File: src/core/lgp_map.svh
`ifndef LGP_MAP_SVH
`define LGP_MAP_SVH
// ----------------------------------------------------------------
// Register offsets
// ----------------------------------------------------------------
`define LGP_ADDR_W 8
`define LGP_OFF_PIN0 8'h0D
`define LGP_OFF_PIN21 8'h0E
`define LGP_OFF_PIN3_OUT4 8'h0F
`define LGP_OFF_OUT65 8'h10
`define LGP_OFF_OUT87 8'h11
`define LGP_OFF_MODE 8'h12
`define LGP_OFF_STATUS 8'h13
// ----------------------------------------------------------------
// Reset values and codes
// ----------------------------------------------------------------
`define LGP_RST_CFG 8'h00
`define LGP_RST_FLAG 1'b0
`define LGP_RST_GPO 5'h00
`define LGP_RST_PIN 4'h0
`define LGP_RST_VID 2'h0
`define LGP_MODE_18BIT 8'h04
`define LGP_NIB_FWD 4'h3
`define LGP_NIB_BACK 4'h5
`define LGP_NIB_OUT_HI 4'h9
`define LGP_NIB_OUT_LO 4'h1
`define LGP_PIN0_HI_NIB 4'h9
// ----------------------------------------------------------------
// Field positions
// ----------------------------------------------------------------
`define LGP_NIB_HI_MSB 7
`define LGP_NIB_HI_LSB 4
`define LGP_NIB_LO_MSB 3
`define LGP_NIB_LO_LSB 0
`endif

File: src/core/lgp_pkg.sv
package lgp_pkg;
  // Direction chosen for one general-purpose pin.
  typedef enum logic [1:0] {
    LGP_DIR_OFF,
    LGP_DIR_FWD,
    LGP_DIR_BACK
  } lgp_dir_t;
  // Level chosen for one register-driven output.
  typedef enum logic [1:0] {
    LGP_OUT_HOLD,
    LGP_OUT_HIGH,
    LGP_OUT_LOW
  } lgp_out_t;
endpackage : lgp_pkg

File: src/core/lgp_gpio.sv
// The implementer's own choice: the address-and-strobe port.
`timescale 1ns/1ps
`include "lgp_map.svh"
// Contract
// - Low colour inputs become pins in 18-bit mode
// - Mode register value selects 18-bit colour mode
// - Pin 3 low-nibble code picks direction
// - Pins 2 and 1 share one register
// - Pin 0 full-byte code picks direction
// - Outputs 4 to 8 follow registers only
// - Register drives outputs 8 and 7
// - Outputs 6, 5 alike; output 4 upper nibble
module lgp_gpio (
  input wire logic sys_clk,
  input wire logic rst,
  input wire logic [7:0] reg_addr,
  input wire logic [7:0] reg_wdata,
  input wire logic reg_wr,
  input wire logic reg_rd,
  output logic [7:0] reg_rdata,
  input wire logic [1:0] red_low_in,
  input wire logic [1:0] green_low_in,
  output logic [3:0] gpio_fwd_data,
  output logic [3:0] gpio_fwd_valid,
  input wire logic [3:0] gpio_back_data,
  output logic [3:0] gpio_out,
  output logic [3:0] gpio_oe,
  output logic [1:0] red_low_video,
  output logic [1:0] green_low_video,
  output logic mode_18bit,
  output logic [4:0] register_driven_outputs
);
  // ----------------------------------------------------------------
  // Register storage
  // ----------------------------------------------------------------
  logic [7:0] pin0_config_r, pin0_config_nxt;
  logic [7:0] pin2_pin1_config_r, pin2_pin1_config_nxt;
  logic [7:0] pin3_out4_config_r, pin3_out4_config_nxt;
  logic [7:0] out6_out5_config_r, out6_out5_config_nxt;
  logic [7:0] out8_out7_config_r, out8_out7_config_nxt;
  logic [7:0] colour_mode_config_r, colour_mode_config_nxt;
  logic [7:0] rdata_r, rdata_nxt;
  logic [4:0] gpo_r, gpo_nxt;
  logic [3:0] fwd_r, fwd_nxt;
  logic [3:0] fwd_vld_r, fwd_vld_nxt;
  logic [3:0] out_r, out_nxt;
  logic [3:0] oe_r, oe_nxt;
  logic [1:0] red_vid_r, red_vid_nxt;
  logic [1:0] grn_vid_r, grn_vid_nxt;
  logic [3:0] pins_sync;
  logic [3:0] back_sync;
  lgp_pkg::lgp_dir_t dir [4];
  lgp_pkg::lgp_out_t ocode [5];
  logic mode_r, mode_nxt;
  logic mode_on;

  // ----------------------------------------------------------------
  // Pin input synchronisers
  // ----------------------------------------------------------------
  // Pins arrive from outside the clock domain, so a level is taken only
  // once two late stages agree and a metastable sample never leaks out.
  lgp_sync #(.WIDTH(4)) u_pin_sync (
    .sys_clk(sys_clk),
    .rst(rst),
    .din({green_low_in, red_low_in}),
    .dout(pins_sync)
  );

  // Back-channel levels arrive from the link receiver, also unrelated.
  // A bit that keeps changing is held at its last settled level.
  lgp_sync #(.WIDTH(4)) u_back_sync (
    .sys_clk(sys_clk),
    .rst(rst),
    .din(gpio_back_data),
    .dout(back_sync)
  );

  // ----------------------------------------------------------------
  // Decoding of the stored codes
  // ----------------------------------------------------------------
  // Turns one nibble into a pin direction.
  function automatic lgp_pkg::lgp_dir_t nib_dir(input logic [3:0] n);
    lgp_pkg::lgp_dir_t d;
    d = lgp_pkg::LGP_DIR_OFF;
    if (n == `LGP_NIB_FWD) begin
      d = lgp_pkg::LGP_DIR_FWD;
    end else if (n == `LGP_NIB_BACK) begin
      d = lgp_pkg::LGP_DIR_BACK;
    end
    return d;
  endfunction : nib_dir

  // Turns one nibble into an output level command.
  function automatic lgp_pkg::lgp_out_t nib_out(input logic [3:0] n);
    lgp_pkg::lgp_out_t o;
    o = lgp_pkg::LGP_OUT_HOLD;
    if (n == `LGP_NIB_OUT_HI) begin
      o = lgp_pkg::LGP_OUT_HIGH;
    end else if (n == `LGP_NIB_OUT_LO) begin
      o = lgp_pkg::LGP_OUT_LOW;
    end
    return o;
  endfunction : nib_out

  // Mode decode and per-pin direction decode.
  always_comb begin
    mode_on = mode_r;
    dir[3] = nib_dir(pin3_out4_config_r[3:0]);
    dir[2] = nib_dir(pin2_pin1_config_r[7:4]);
    dir[1] = nib_dir(pin2_pin1_config_r[3:0]);
    // Pin 0 needs the whole byte, upper nibble included.
    // Any other upper nibble leaves the pin with its video function.
    dir[0] = lgp_pkg::LGP_DIR_OFF;
    if (pin0_config_r[7:4] == `LGP_PIN0_HI_NIB) begin
      dir[0] = nib_dir(pin0_config_r[3:0]);
    end
  end

  // Output-code decode, one nibble for each register-driven output.
  always_comb begin
    ocode[4] = nib_out(out8_out7_config_r[7:4]);
    ocode[3] = nib_out(out8_out7_config_r[3:0]);
    ocode[2] = nib_out(out6_out5_config_r[7:4]);
    ocode[1] = nib_out(out6_out5_config_r[3:0]);
    ocode[0] = nib_out(pin3_out4_config_r[7:4]);
  end

  // ----------------------------------------------------------------
  // Pin datapath
  // ----------------------------------------------------------------
  // Each pin is borrowed from video only in 18-bit mode when enabled.
  // Outside that mode every pin is released and its output enable is low.
  always_comb begin
    fwd_nxt = '0;
    fwd_vld_nxt = '0;
    out_nxt = '0;
    oe_nxt = '0;
    for (int i = 0; i < 4; i++) begin
      if (mode_on && dir[i] == lgp_pkg::LGP_DIR_FWD) begin
        fwd_nxt[i] = pins_sync[i];
        fwd_vld_nxt[i] = 1'b1;
      end else if (mode_on && dir[i] == lgp_pkg::LGP_DIR_BACK) begin
        out_nxt[i] = back_sync[i];
        oe_nxt[i] = 1'b1;
      end
    end
  end

  // Video sees zero on a borrowed bit and the pin level otherwise, so
  // the panel never shows a general-purpose level as colour.
  always_comb begin
    red_vid_nxt = pins_sync[1:0] & ~(fwd_vld_nxt[1:0] | oe_nxt[1:0]);
    grn_vid_nxt = pins_sync[3:2] & ~(fwd_vld_nxt[3:2] | oe_nxt[3:2]);
  end

  // Register-driven outputs change only on a high or low code.
  // Other nibble values hold the level, so a shared byte can be rewritten
  // without disturbing the output that sits in its other half.
  always_comb begin
    gpo_nxt = gpo_r;
    for (int i = 0; i < 5; i++) begin
      if (ocode[i] == lgp_pkg::LGP_OUT_HIGH) begin
        gpo_nxt[i] = 1'b1;
      end else if (ocode[i] == lgp_pkg::LGP_OUT_LOW) begin
        gpo_nxt[i] = 1'b0;
      end
    end
  end

  // ----------------------------------------------------------------
  // Register access
  // ----------------------------------------------------------------
  // Writes store the whole byte; reads return data one cycle later.
  always_comb begin
    pin0_config_nxt = pin0_config_r;
    pin2_pin1_config_nxt = pin2_pin1_config_r;
    pin3_out4_config_nxt = pin3_out4_config_r;
    out6_out5_config_nxt = out6_out5_config_r;
    out8_out7_config_nxt = out8_out7_config_r;
    colour_mode_config_nxt = colour_mode_config_r;
    if (reg_wr) begin
      unique case (reg_addr)
        `LGP_OFF_PIN0: pin0_config_nxt = reg_wdata;
        `LGP_OFF_PIN21: pin2_pin1_config_nxt = reg_wdata;
        `LGP_OFF_PIN3_OUT4: pin3_out4_config_nxt = reg_wdata;
        `LGP_OFF_OUT65: out6_out5_config_nxt = reg_wdata;
        `LGP_OFF_OUT87: out8_out7_config_nxt = reg_wdata;
        `LGP_OFF_MODE: colour_mode_config_nxt = reg_wdata;
        default: begin
        end
      endcase
    end
    // The mode flag follows the value the register is about to hold, so
    // it changes in the same cycle as the register; the pins follow one cycle later.
    mode_nxt = (colour_mode_config_nxt == `LGP_MODE_18BIT);
  end

  // ----------------------------------------------------------------
  // Read data
  // ----------------------------------------------------------------
  // Only a read strobe loads the addressed byte; other cycles give zero.
  always_comb begin
    rdata_nxt = 8'h00;
    if (reg_rd) begin
      unique case (reg_addr)
        `LGP_OFF_PIN0: rdata_nxt = pin0_config_r;
        `LGP_OFF_PIN21: rdata_nxt = pin2_pin1_config_r;
        `LGP_OFF_PIN3_OUT4: rdata_nxt = pin3_out4_config_r;
        `LGP_OFF_OUT65: rdata_nxt = out6_out5_config_r;
        `LGP_OFF_OUT87: rdata_nxt = out8_out7_config_r;
        `LGP_OFF_MODE: rdata_nxt = colour_mode_config_r;
        `LGP_OFF_STATUS: rdata_nxt = {3'h0, gpo_r};
        default: rdata_nxt = 8'h00;
      endcase
    end
  end

  // ----------------------------------------------------------------
  // Configuration state
  // ----------------------------------------------------------------
  // Configuration bytes and the mode flag, cleared by reset.
  always_ff @(posedge sys_clk or posedge rst) begin
    if (rst) begin
      pin0_config_r <= `LGP_RST_CFG;
      pin2_pin1_config_r <= `LGP_RST_CFG;
      pin3_out4_config_r <= `LGP_RST_CFG;
      out6_out5_config_r <= `LGP_RST_CFG;
      out8_out7_config_r <= `LGP_RST_CFG;
      colour_mode_config_r <= `LGP_RST_CFG;
      mode_r <= `LGP_RST_FLAG;
    end else begin
      pin0_config_r <= pin0_config_nxt;
      pin2_pin1_config_r <= pin2_pin1_config_nxt;
      pin3_out4_config_r <= pin3_out4_config_nxt;
      out6_out5_config_r <= out6_out5_config_nxt;
      out8_out7_config_r <= out8_out7_config_nxt;
      colour_mode_config_r <= colour_mode_config_nxt;
      mode_r <= mode_nxt;
    end
  end

  // Read data stands for one cycle and then falls back to zero.
  always_ff @(posedge sys_clk or posedge rst) begin
    if (rst) begin
      rdata_r <= `LGP_RST_CFG;
    end else begin
      rdata_r <= rdata_nxt;
    end
  end

  // ----------------------------------------------------------------
  // Datapath state
  // ----------------------------------------------------------------
  // Register-driven output levels.
  always_ff @(posedge sys_clk or posedge rst) begin
    if (rst) begin
      gpo_r <= `LGP_RST_GPO;
    end else begin
      gpo_r <= gpo_nxt;
    end
  end

  // Pin drive and forward data.
  always_ff @(posedge sys_clk or posedge rst) begin
    if (rst) begin
      fwd_r <= `LGP_RST_PIN;
      fwd_vld_r <= `LGP_RST_PIN;
      out_r <= `LGP_RST_PIN;
      oe_r <= `LGP_RST_PIN;
    end else begin
      fwd_r <= fwd_nxt;
      fwd_vld_r <= fwd_vld_nxt;
      out_r <= out_nxt;
      oe_r <= oe_nxt;
    end
  end

  // Video bits towards the serializer.
  always_ff @(posedge sys_clk or posedge rst) begin
    if (rst) begin
      red_vid_r <= `LGP_RST_VID;
      grn_vid_r <= `LGP_RST_VID;
    end else begin
      red_vid_r <= red_vid_nxt;
      grn_vid_r <= grn_vid_nxt;
    end
  end

  // ----------------------------------------------------------------
  // Outputs
  // ----------------------------------------------------------------
  // Everything leaves from flip-flops.
  assign reg_rdata = rdata_r;
  assign gpio_fwd_data = fwd_r;
  assign gpio_fwd_valid = fwd_vld_r;
  assign gpio_out = out_r;
  assign gpio_oe = oe_r;
  assign red_low_video = red_vid_r;
  assign green_low_video = grn_vid_r;
  assign mode_18bit = mode_r;
  assign register_driven_outputs = gpo_r;
endmodule : lgp_gpio

File: src/core/lgp_sync.sv
`timescale 1ns/1ps
// ----------------------------------------------------------------
// Three-stage input synchroniser with agreement filter
// ----------------------------------------------------------------
module lgp_sync #(
  parameter int WIDTH = 4
) (
  input wire logic sys_clk,
  input wire logic rst,
  input wire logic [WIDTH-1:0] din,
  output logic [WIDTH-1:0] dout
);
  logic [WIDTH-1:0] s1_r, s2_r, s3_r, dout_r;
  logic [WIDTH-1:0] dout_nxt;

  // The output follows only where stages two and three agree.
  always_comb begin
    for (int i = 0; i < WIDTH; i++) begin
      dout_nxt[i] = (s2_r[i] == s3_r[i]) ? s3_r[i] : dout_r[i];
    end
  end

  // The first stage feeds only the second.
  always_ff @(posedge sys_clk or posedge rst) begin
    if (rst) begin
      s1_r <= '0;
      s2_r <= '0;
      s3_r <= '0;
      dout_r <= '0;
    end else begin
      s1_r <= din;
      s2_r <= s1_r;
      s3_r <= s2_r;
      dout_r <= dout_nxt;
    end
  end

  assign dout = dout_r;
endmodule : lgp_sync

File: config.mk
export PLATFORM = sky130hd
export DESIGN_NAME = lgp_gpio
export DESIGN_NICKNAME = d
export VERILOG_FILES = /design/src/core/lgp_pkg.sv /design/src/core/lgp_gpio.sv /design/src/core/lgp_sync.sv
export VERILOG_INCLUDE_DIRS = /design/src /design/src/core
export SDC_FILE = /design/constraint.sdc
export NUM_CORES = 1
export LEC_CHECK = 0
export BUFFER_PORTS_ARGS = -buffer_cell sky130_fd_sc_hd__clkbuf_2
export CORE_MARGIN = 2
export CORE_UTILIZATION = 50
export DETAILED_ROUTE_END_ITERATION = 10
export GPL_ROUTABILITY_DRIVEN = 1
export MAX_ROUTING_LAYER = met4
export PLACE_DENSITY_LB_ADDON = 0.1
export SETUP_SLACK_MARGIN = 0.15
export SKIP_LAST_GASP = 1
export SYNTH_ARGS = -nofsm -noshare
export SYNTH_HDL_FRONTEND = slang
export SYNTH_HIERARCHICAL = 1
export SYNTH_SLANG_ARGS = --single-unit
File: constraint.sdc
create_clock -name sys_clk -period 3 [get_ports sys_clk]
set_clock_uncertainty 0.1 [all_clocks]
set_input_delay 0.3 -clock sys_clk [delete_from_list [all_inputs] [get_ports sys_clk]]
set_output_delay 0.3 -clock sys_clk [all_outputs]
set_load 0.01 [all_outputs]
* Word-level counts from Yosys, hierarchy flattened
Cells that the tools add are included.
** Storage, ports and cells
- Bits of input ports :: 28
- Logic and storage cells :: 167
- Bits in registers :: 114
- Output and inout port bits :: 34
** Operators by class
- Reductions and logical operators :: 18
- Bitwise operators :: 6
- Equal/unequal tests :: 53
- Muxes and demuxes :: 57
** Operators by type and width (number)
- 8-bit case mux with 7 select lines :: 1
- 2-bit two-way mux :: 19
- 1-bit two-way mux :: 34
- 8-bit by 5-bit equality test with 1-bit output, second input constant :: 4
- 4-bit equality test, second input constant :: 6
- 8-bit by 4-bit equality test with 1-bit output, second input constant :: 3
- 8-bit two-way mux :: 3
- 4-bit by 1-bit equality test with 1-bit output, second input constant :: 5
- 2-bit by 1-bit equality test with 1-bit output, second input constant :: 9
- 2-bit equality test, second input constant :: 9
- 4-bit by 2-bit equality test with 1-bit output, second input constant :: 4
- 4-bit by 3-bit equality test with 1-bit output, second input constant :: 4
- 2-bit AND reduction :: 5
- 2-bit nonzero test :: 5
- 1-bit equality test :: 8
- 8-bit by 3-bit equality test with 1-bit output, second input constant :: 1
- 1-bit logical AND :: 8
- 2-bit AND :: 2
- 2-bit NOT :: 2
- 2-bit bitwise OR :: 2

* Longest topological paths before layout
- Depth in word-level cells :: 11
- Gate-level depth with buffers :: 6
- Gate-level depth less buffers :: 4

* Modules after synthesis
The synthesis kept the hierarchy.
** Modules (own cells, without submodules)
- lgp_gpio :: cells each 270, area each 3624.7 µm², times used 1, seq. area each 2052.0 µm²
- lgp_sync :: cells each 21, area each 449.2 µm², times used 2, seq. area each 400.4 µm²

* Least setup slack after synthesis
Ideal clock, no wire load.
- Kind :: input port to flip-flop
- Start point :: input port reg_addr[0]
- End point :: register pin2_pin1_config_r[0]
- Arrival :: 1750 ps
- Data required time :: 2775 ps
- Setup slack :: 1025 ps
- Stages :: 5
- Library setup time :: 125 ps
- Path through :: buf_6 or4b_4 or3_1 buf_6 mux2_4
** Between the ends
- Cells in the longest elaborated chain, start to end :: 2
** RTL lines
- start, declared :: line lgp_gpio.sv:16 : input wire logic [7:0] reg_addr,
- 8-bit by 4-bit equality test with 1-bit output :: line lgp_gpio.sv:182 : unique case (reg_addr)
- 2-bit AND reduction (no source line)
- end signal, assigned :: line lgp_gpio.sv:225 : pin2_pin1_config_r <= `LGP_RST_CFG;
- end signal, assigned :: line lgp_gpio.sv:233 : pin2_pin1_config_r <= pin2_pin1_config_nxt;
- end, declared :: line lgp_gpio.sv:37 : logic [7:0] pin2_pin1_config_r, pin2_pin1_config_nxt;
No other way between the ends.
A chain may end at the register's enable or synchronous reset.

* Final worst setup path
- Start point :: input port reg_addr[3]
- End point :: register colour_mode_config_r[4]
** Between the ends
- Cells in the longest elaborated chain, start to end :: 3
** RTL lines
- 8-bit by 5-bit equality test with 1-bit output :: line lgp_gpio.sv:182
- 8-bit two-way mux :: line lgp_gpio.sv:182
- 8-bit two-way mux :: line lgp_gpio.sv:181 : if (reg_wr) begin
- named net colour_mode_config_nxt[4] :: line lgp_gpio.sv:41 : logic [7:0] colour_mode_config_r, colour_mode_config_nxt;
- end signal, assigned :: line lgp_gpio.sv:229 : colour_mode_config_r <= `LGP_RST_CFG;
- end signal, assigned :: line lgp_gpio.sv:237 : colour_mode_config_r <= colour_mode_config_nxt;
- end, declared :: line lgp_gpio.sv:41
The timed path passes the listed nets, and every way through them passes these cells.

==> flow_summary.json <==
{
  "status": "finished, final reports clean",
  "gr-usage-all-layers": 0.2157,
  "power_density_nw_per_um2": 683.3,
  "drv_cap": 0,
  "fin_crit_ns": 1.869,
  "start_util": 0.5161,
  "max_freq_ghz": 0.5349,
  "routabilityCongestion": 0.8754,
  "final_area_sq_um": 5635,
  "dr_wl_met3_um": 433,
  "die_y_um": 99.11,
  "yosysUniqueCellTypes": 41,
  "final_antenna_net_count": 0,
  "setup_ws_ns": 1.131,
  "wl_met1_mm": 4.584,
  "cts_tree": "built",
  "grt_pass1_vias": 2924,
  "critPathLaunchType": "input pin",
  "cts_resized": 0,
  "nets": 425,
  "drtIter0Drc": 152,
  "port_buffers": 61,
  "fp.coreArea_sq_um": 8763,
  "dp_hpwl_mm": 6.440,
  "worstSkewPairLatency_ns": 0.51,
  "finalHoldViolations": 0,
  "ir_drop_v": 0.0003847,
  "syn_area_sq_um": 4523,
  "synth_warnings": 6,
  "drc_errors": 0,
  "cp.required_ns": 3.28,
  "num_antenna_cells": 0,
  "synth-edff-count": 0,
  "tightest_slew_ns": 0.7697,
  "ios": 62,
  "arrival_ns": 2.15,
  "first_pass_iters": 4,
  "wl_per_cell_um": 18.52,
  "cts_root_buffer": "clkbuf_8",
  "htreeDepth": 4,
  "fp-row-count": 34,
  "path_clk_slew_ns": 0.05,
  "syn_to_final_growth_pct": 24.59,
  "setup_viol": 0,
  "pre_cts_ws_ns": 0.6465,
  "ff2ff_path_depth": 4,
  "critical_path_class": "input pin to flip-flop",
  "slew_headroom": 0.4846,
  "fin_tns_setup_ns": 0,
  "synth_seq_area_share": 0.6307,
  "cp_max_fo": 13,
  "syn_avg_cell_area_sq_um": 14.50,
  "viasPerCell": 5.529,
  "wl_met2_mm": 4.436,
  "cts_buffers": 17,
  "vias": 2864,
  "top_layer_used": "met4",
  "ys.flop_type": "dfrtp_1",
  "routed_wl_mm": 9.595,
  "cp-end-kind": "flip-flop",
  "die_area_sq_um": 9823,
  "grt_pass1_wl_mm": 15.55,
  "grt_max_degree": 43,
  "cts.sinks": 114,
  "worstHoldPathCells": 3,
  "fillCellCount": 660,
  "die_w_um": 99.11,
  "placedInstanceArea_sq_um": 4943,
  "syn_nets": 340,
  "clockBufferDepth": 2,
  "ys_ff_latch": 114,
  "ys_async_sr_fraction": 1.000,
  "slew_viol_final": 0,
  "drive_above_1_share": 0.4098,
  "grt-ovfl-total": 0,
  "antenna_found_initial": 0,
  "synth_cells": 312,
  "period_share": 0.6231,
  "hold_class": "input pin to flip-flop",
  "rsz0062_at_grt": "false",
  "p_leak_nw": 2.736
}
==> path summary, 6_finish.rpt <==
path,from,endpoint,slack [ns]
max,reg_addr[3],colour_mode_config_r[4],1.13
min,reg_addr[5],reg_rdata[7],0.08
max reg2reg,mode_18bit,gpio_out[0],1.14
min reg2reg,u_pin_sync/s1_r[2],u_pin_sync/s2_r[2],0.24
max in group asynchronous,rst,gpio_fwd_data[0],1.62
min in group asynchronous,rst,u_back_sync/s1_r[0],0.33
==> final cells by class <==
class / instances / area (sq um) / share of cell area
Tap cell: 108 / 135.1 / 0.02398
Sequential cell: 114 / 2853 / 0.5062
Timing Repair Buffer: 73 / 417.9 / 0.07416
Clock buffer: 20 / 445.4 / 0.07904
Clock inverter: 12 / 156.4 / 0.02775
Multi-Input combinational cell: 187 / 1612 / 0.2860
Inverter: 4 / 16.27 / 0.002886
==> what timing repair did <==
| action | 4_1_cts | 5_1_grt |
|---|---|---|
| hold endpoints to repair | 80 | 0 |
| setup buffers | 0 | 0 |
| hold buffers | 9 | 0 |
==> cell usage in the layout (no fill, tap or decap), types with 4 or more instances in the layout <==
master,instances
a21oi_1,8
a22oi_1,6
and2_1,9
and3_1,6
clkbuf_16,16
clkbuf_2,61
clkinv_2,4
clkinv_4,4
dfrtp_1,114
dlygate4sd3_1,9
maj3_2,8
mux2_2,51
mux2_4,8
mux2i_1,10
nand2_1,9
nor2_1,8
nor3b_1,19
o21ai_0,6
o22ai_1,5
==> critical path, stage by stage <==
cell and delay [ns]:
clkbuf_2 0.13, or4b_1 0.84, nor3_4 0.48, mux2_2 0.39
==> state kept, by name, indices dropped and copies added, names as in the netlist, 5 cells and up <==
name,count
colour_mode_config_r,8
out6_out5_config_r,8
out8_out7_config_r,8
pin0_config_r,8
pin2_pin1_config_r,8
pin3_out4_config_r,8
reg_rdata,8
register_driven_outputs,5
==> metal layers <==
metal,global-route usage,vias up
met5,-,-
met3,0.05200,15
met1,0.3044,1449
li1,-,1321
met4,0.06639,0
met2,0.3139,79
==> stage by stage <==
| stage | std cells | hold slack, ns | util | total power, mW |
|---|---|---|---|---|
| 6_report | 518 | 0.07585 | 0.6431 | 3.851 |
| 4_1_cts | 518 | 0.05628 | 0.6431 | 3.873 |
| 3_3_place_gp | 477 | 0.2325 | 0.5641 | 1.867 |
| 3_5_place_dp | 477 | 0.2347 | 0.5641 | 1.872 |
| 5_1_grt | 518 | 0.08792 | 0.6431 | 3.980 |
| 2_1_floorplan | 312 | 0.1137 | - | 1.785 |
==> cells in the mapped netlist, drive strengths merged, types with 2 or more instances <==
master	count	share of area
nand3	3	0.0033
nor2	8	0.0066
o21ai	6	0.0066
a21oi	8	0.0089
nor4	3	0.0041
or4b	2	0.0053
nor3	4	0.0069
nand3b	3	0.0050
mux2	59	0.15
or3	2	0.0028
nor4b	2	0.0039
buf	4	0.0072
mux2i	10	0.022
a22oi	6	0.010
clkbuf	3	0.0025
nand4b	2	0.0039
dfrtp	114	0.63
nand2	9	0.0075
o22ai	5	0.0069
and3	6	0.0083
and2	9	0.012
inv	4	0.0033
nor3b	20	0.034
maj3	8	0.020
==> power by group <==
group / internal (mW) / switching, mW / total [mW]
logic: 0.0943 / 0.106 / 0.200
registers: 1.61 / 0.0470 / 1.65
clock network: 1.31 / 0.686 / 2.00
total: 3.01 / 0.839 / 3.85
==> cell families (layout without fill, tap and decap cells) <==
group / Yosys count / in the layout / share of synthesized area
buffers and inverters: 11 / 109 / 0.01300
AO/OA/AOI/OAI: 29 / 29 / 0.03901
flip-flops: 114 / 114 / 0.6307
AND/OR/NAND/NOR: 81 / 81 / 0.1217
multiplexers: 69 / 69 / 0.1757
adder cells (fa/ha/maj): 8 / 8 / 0.01992
(Power assumes the default switching activity.)
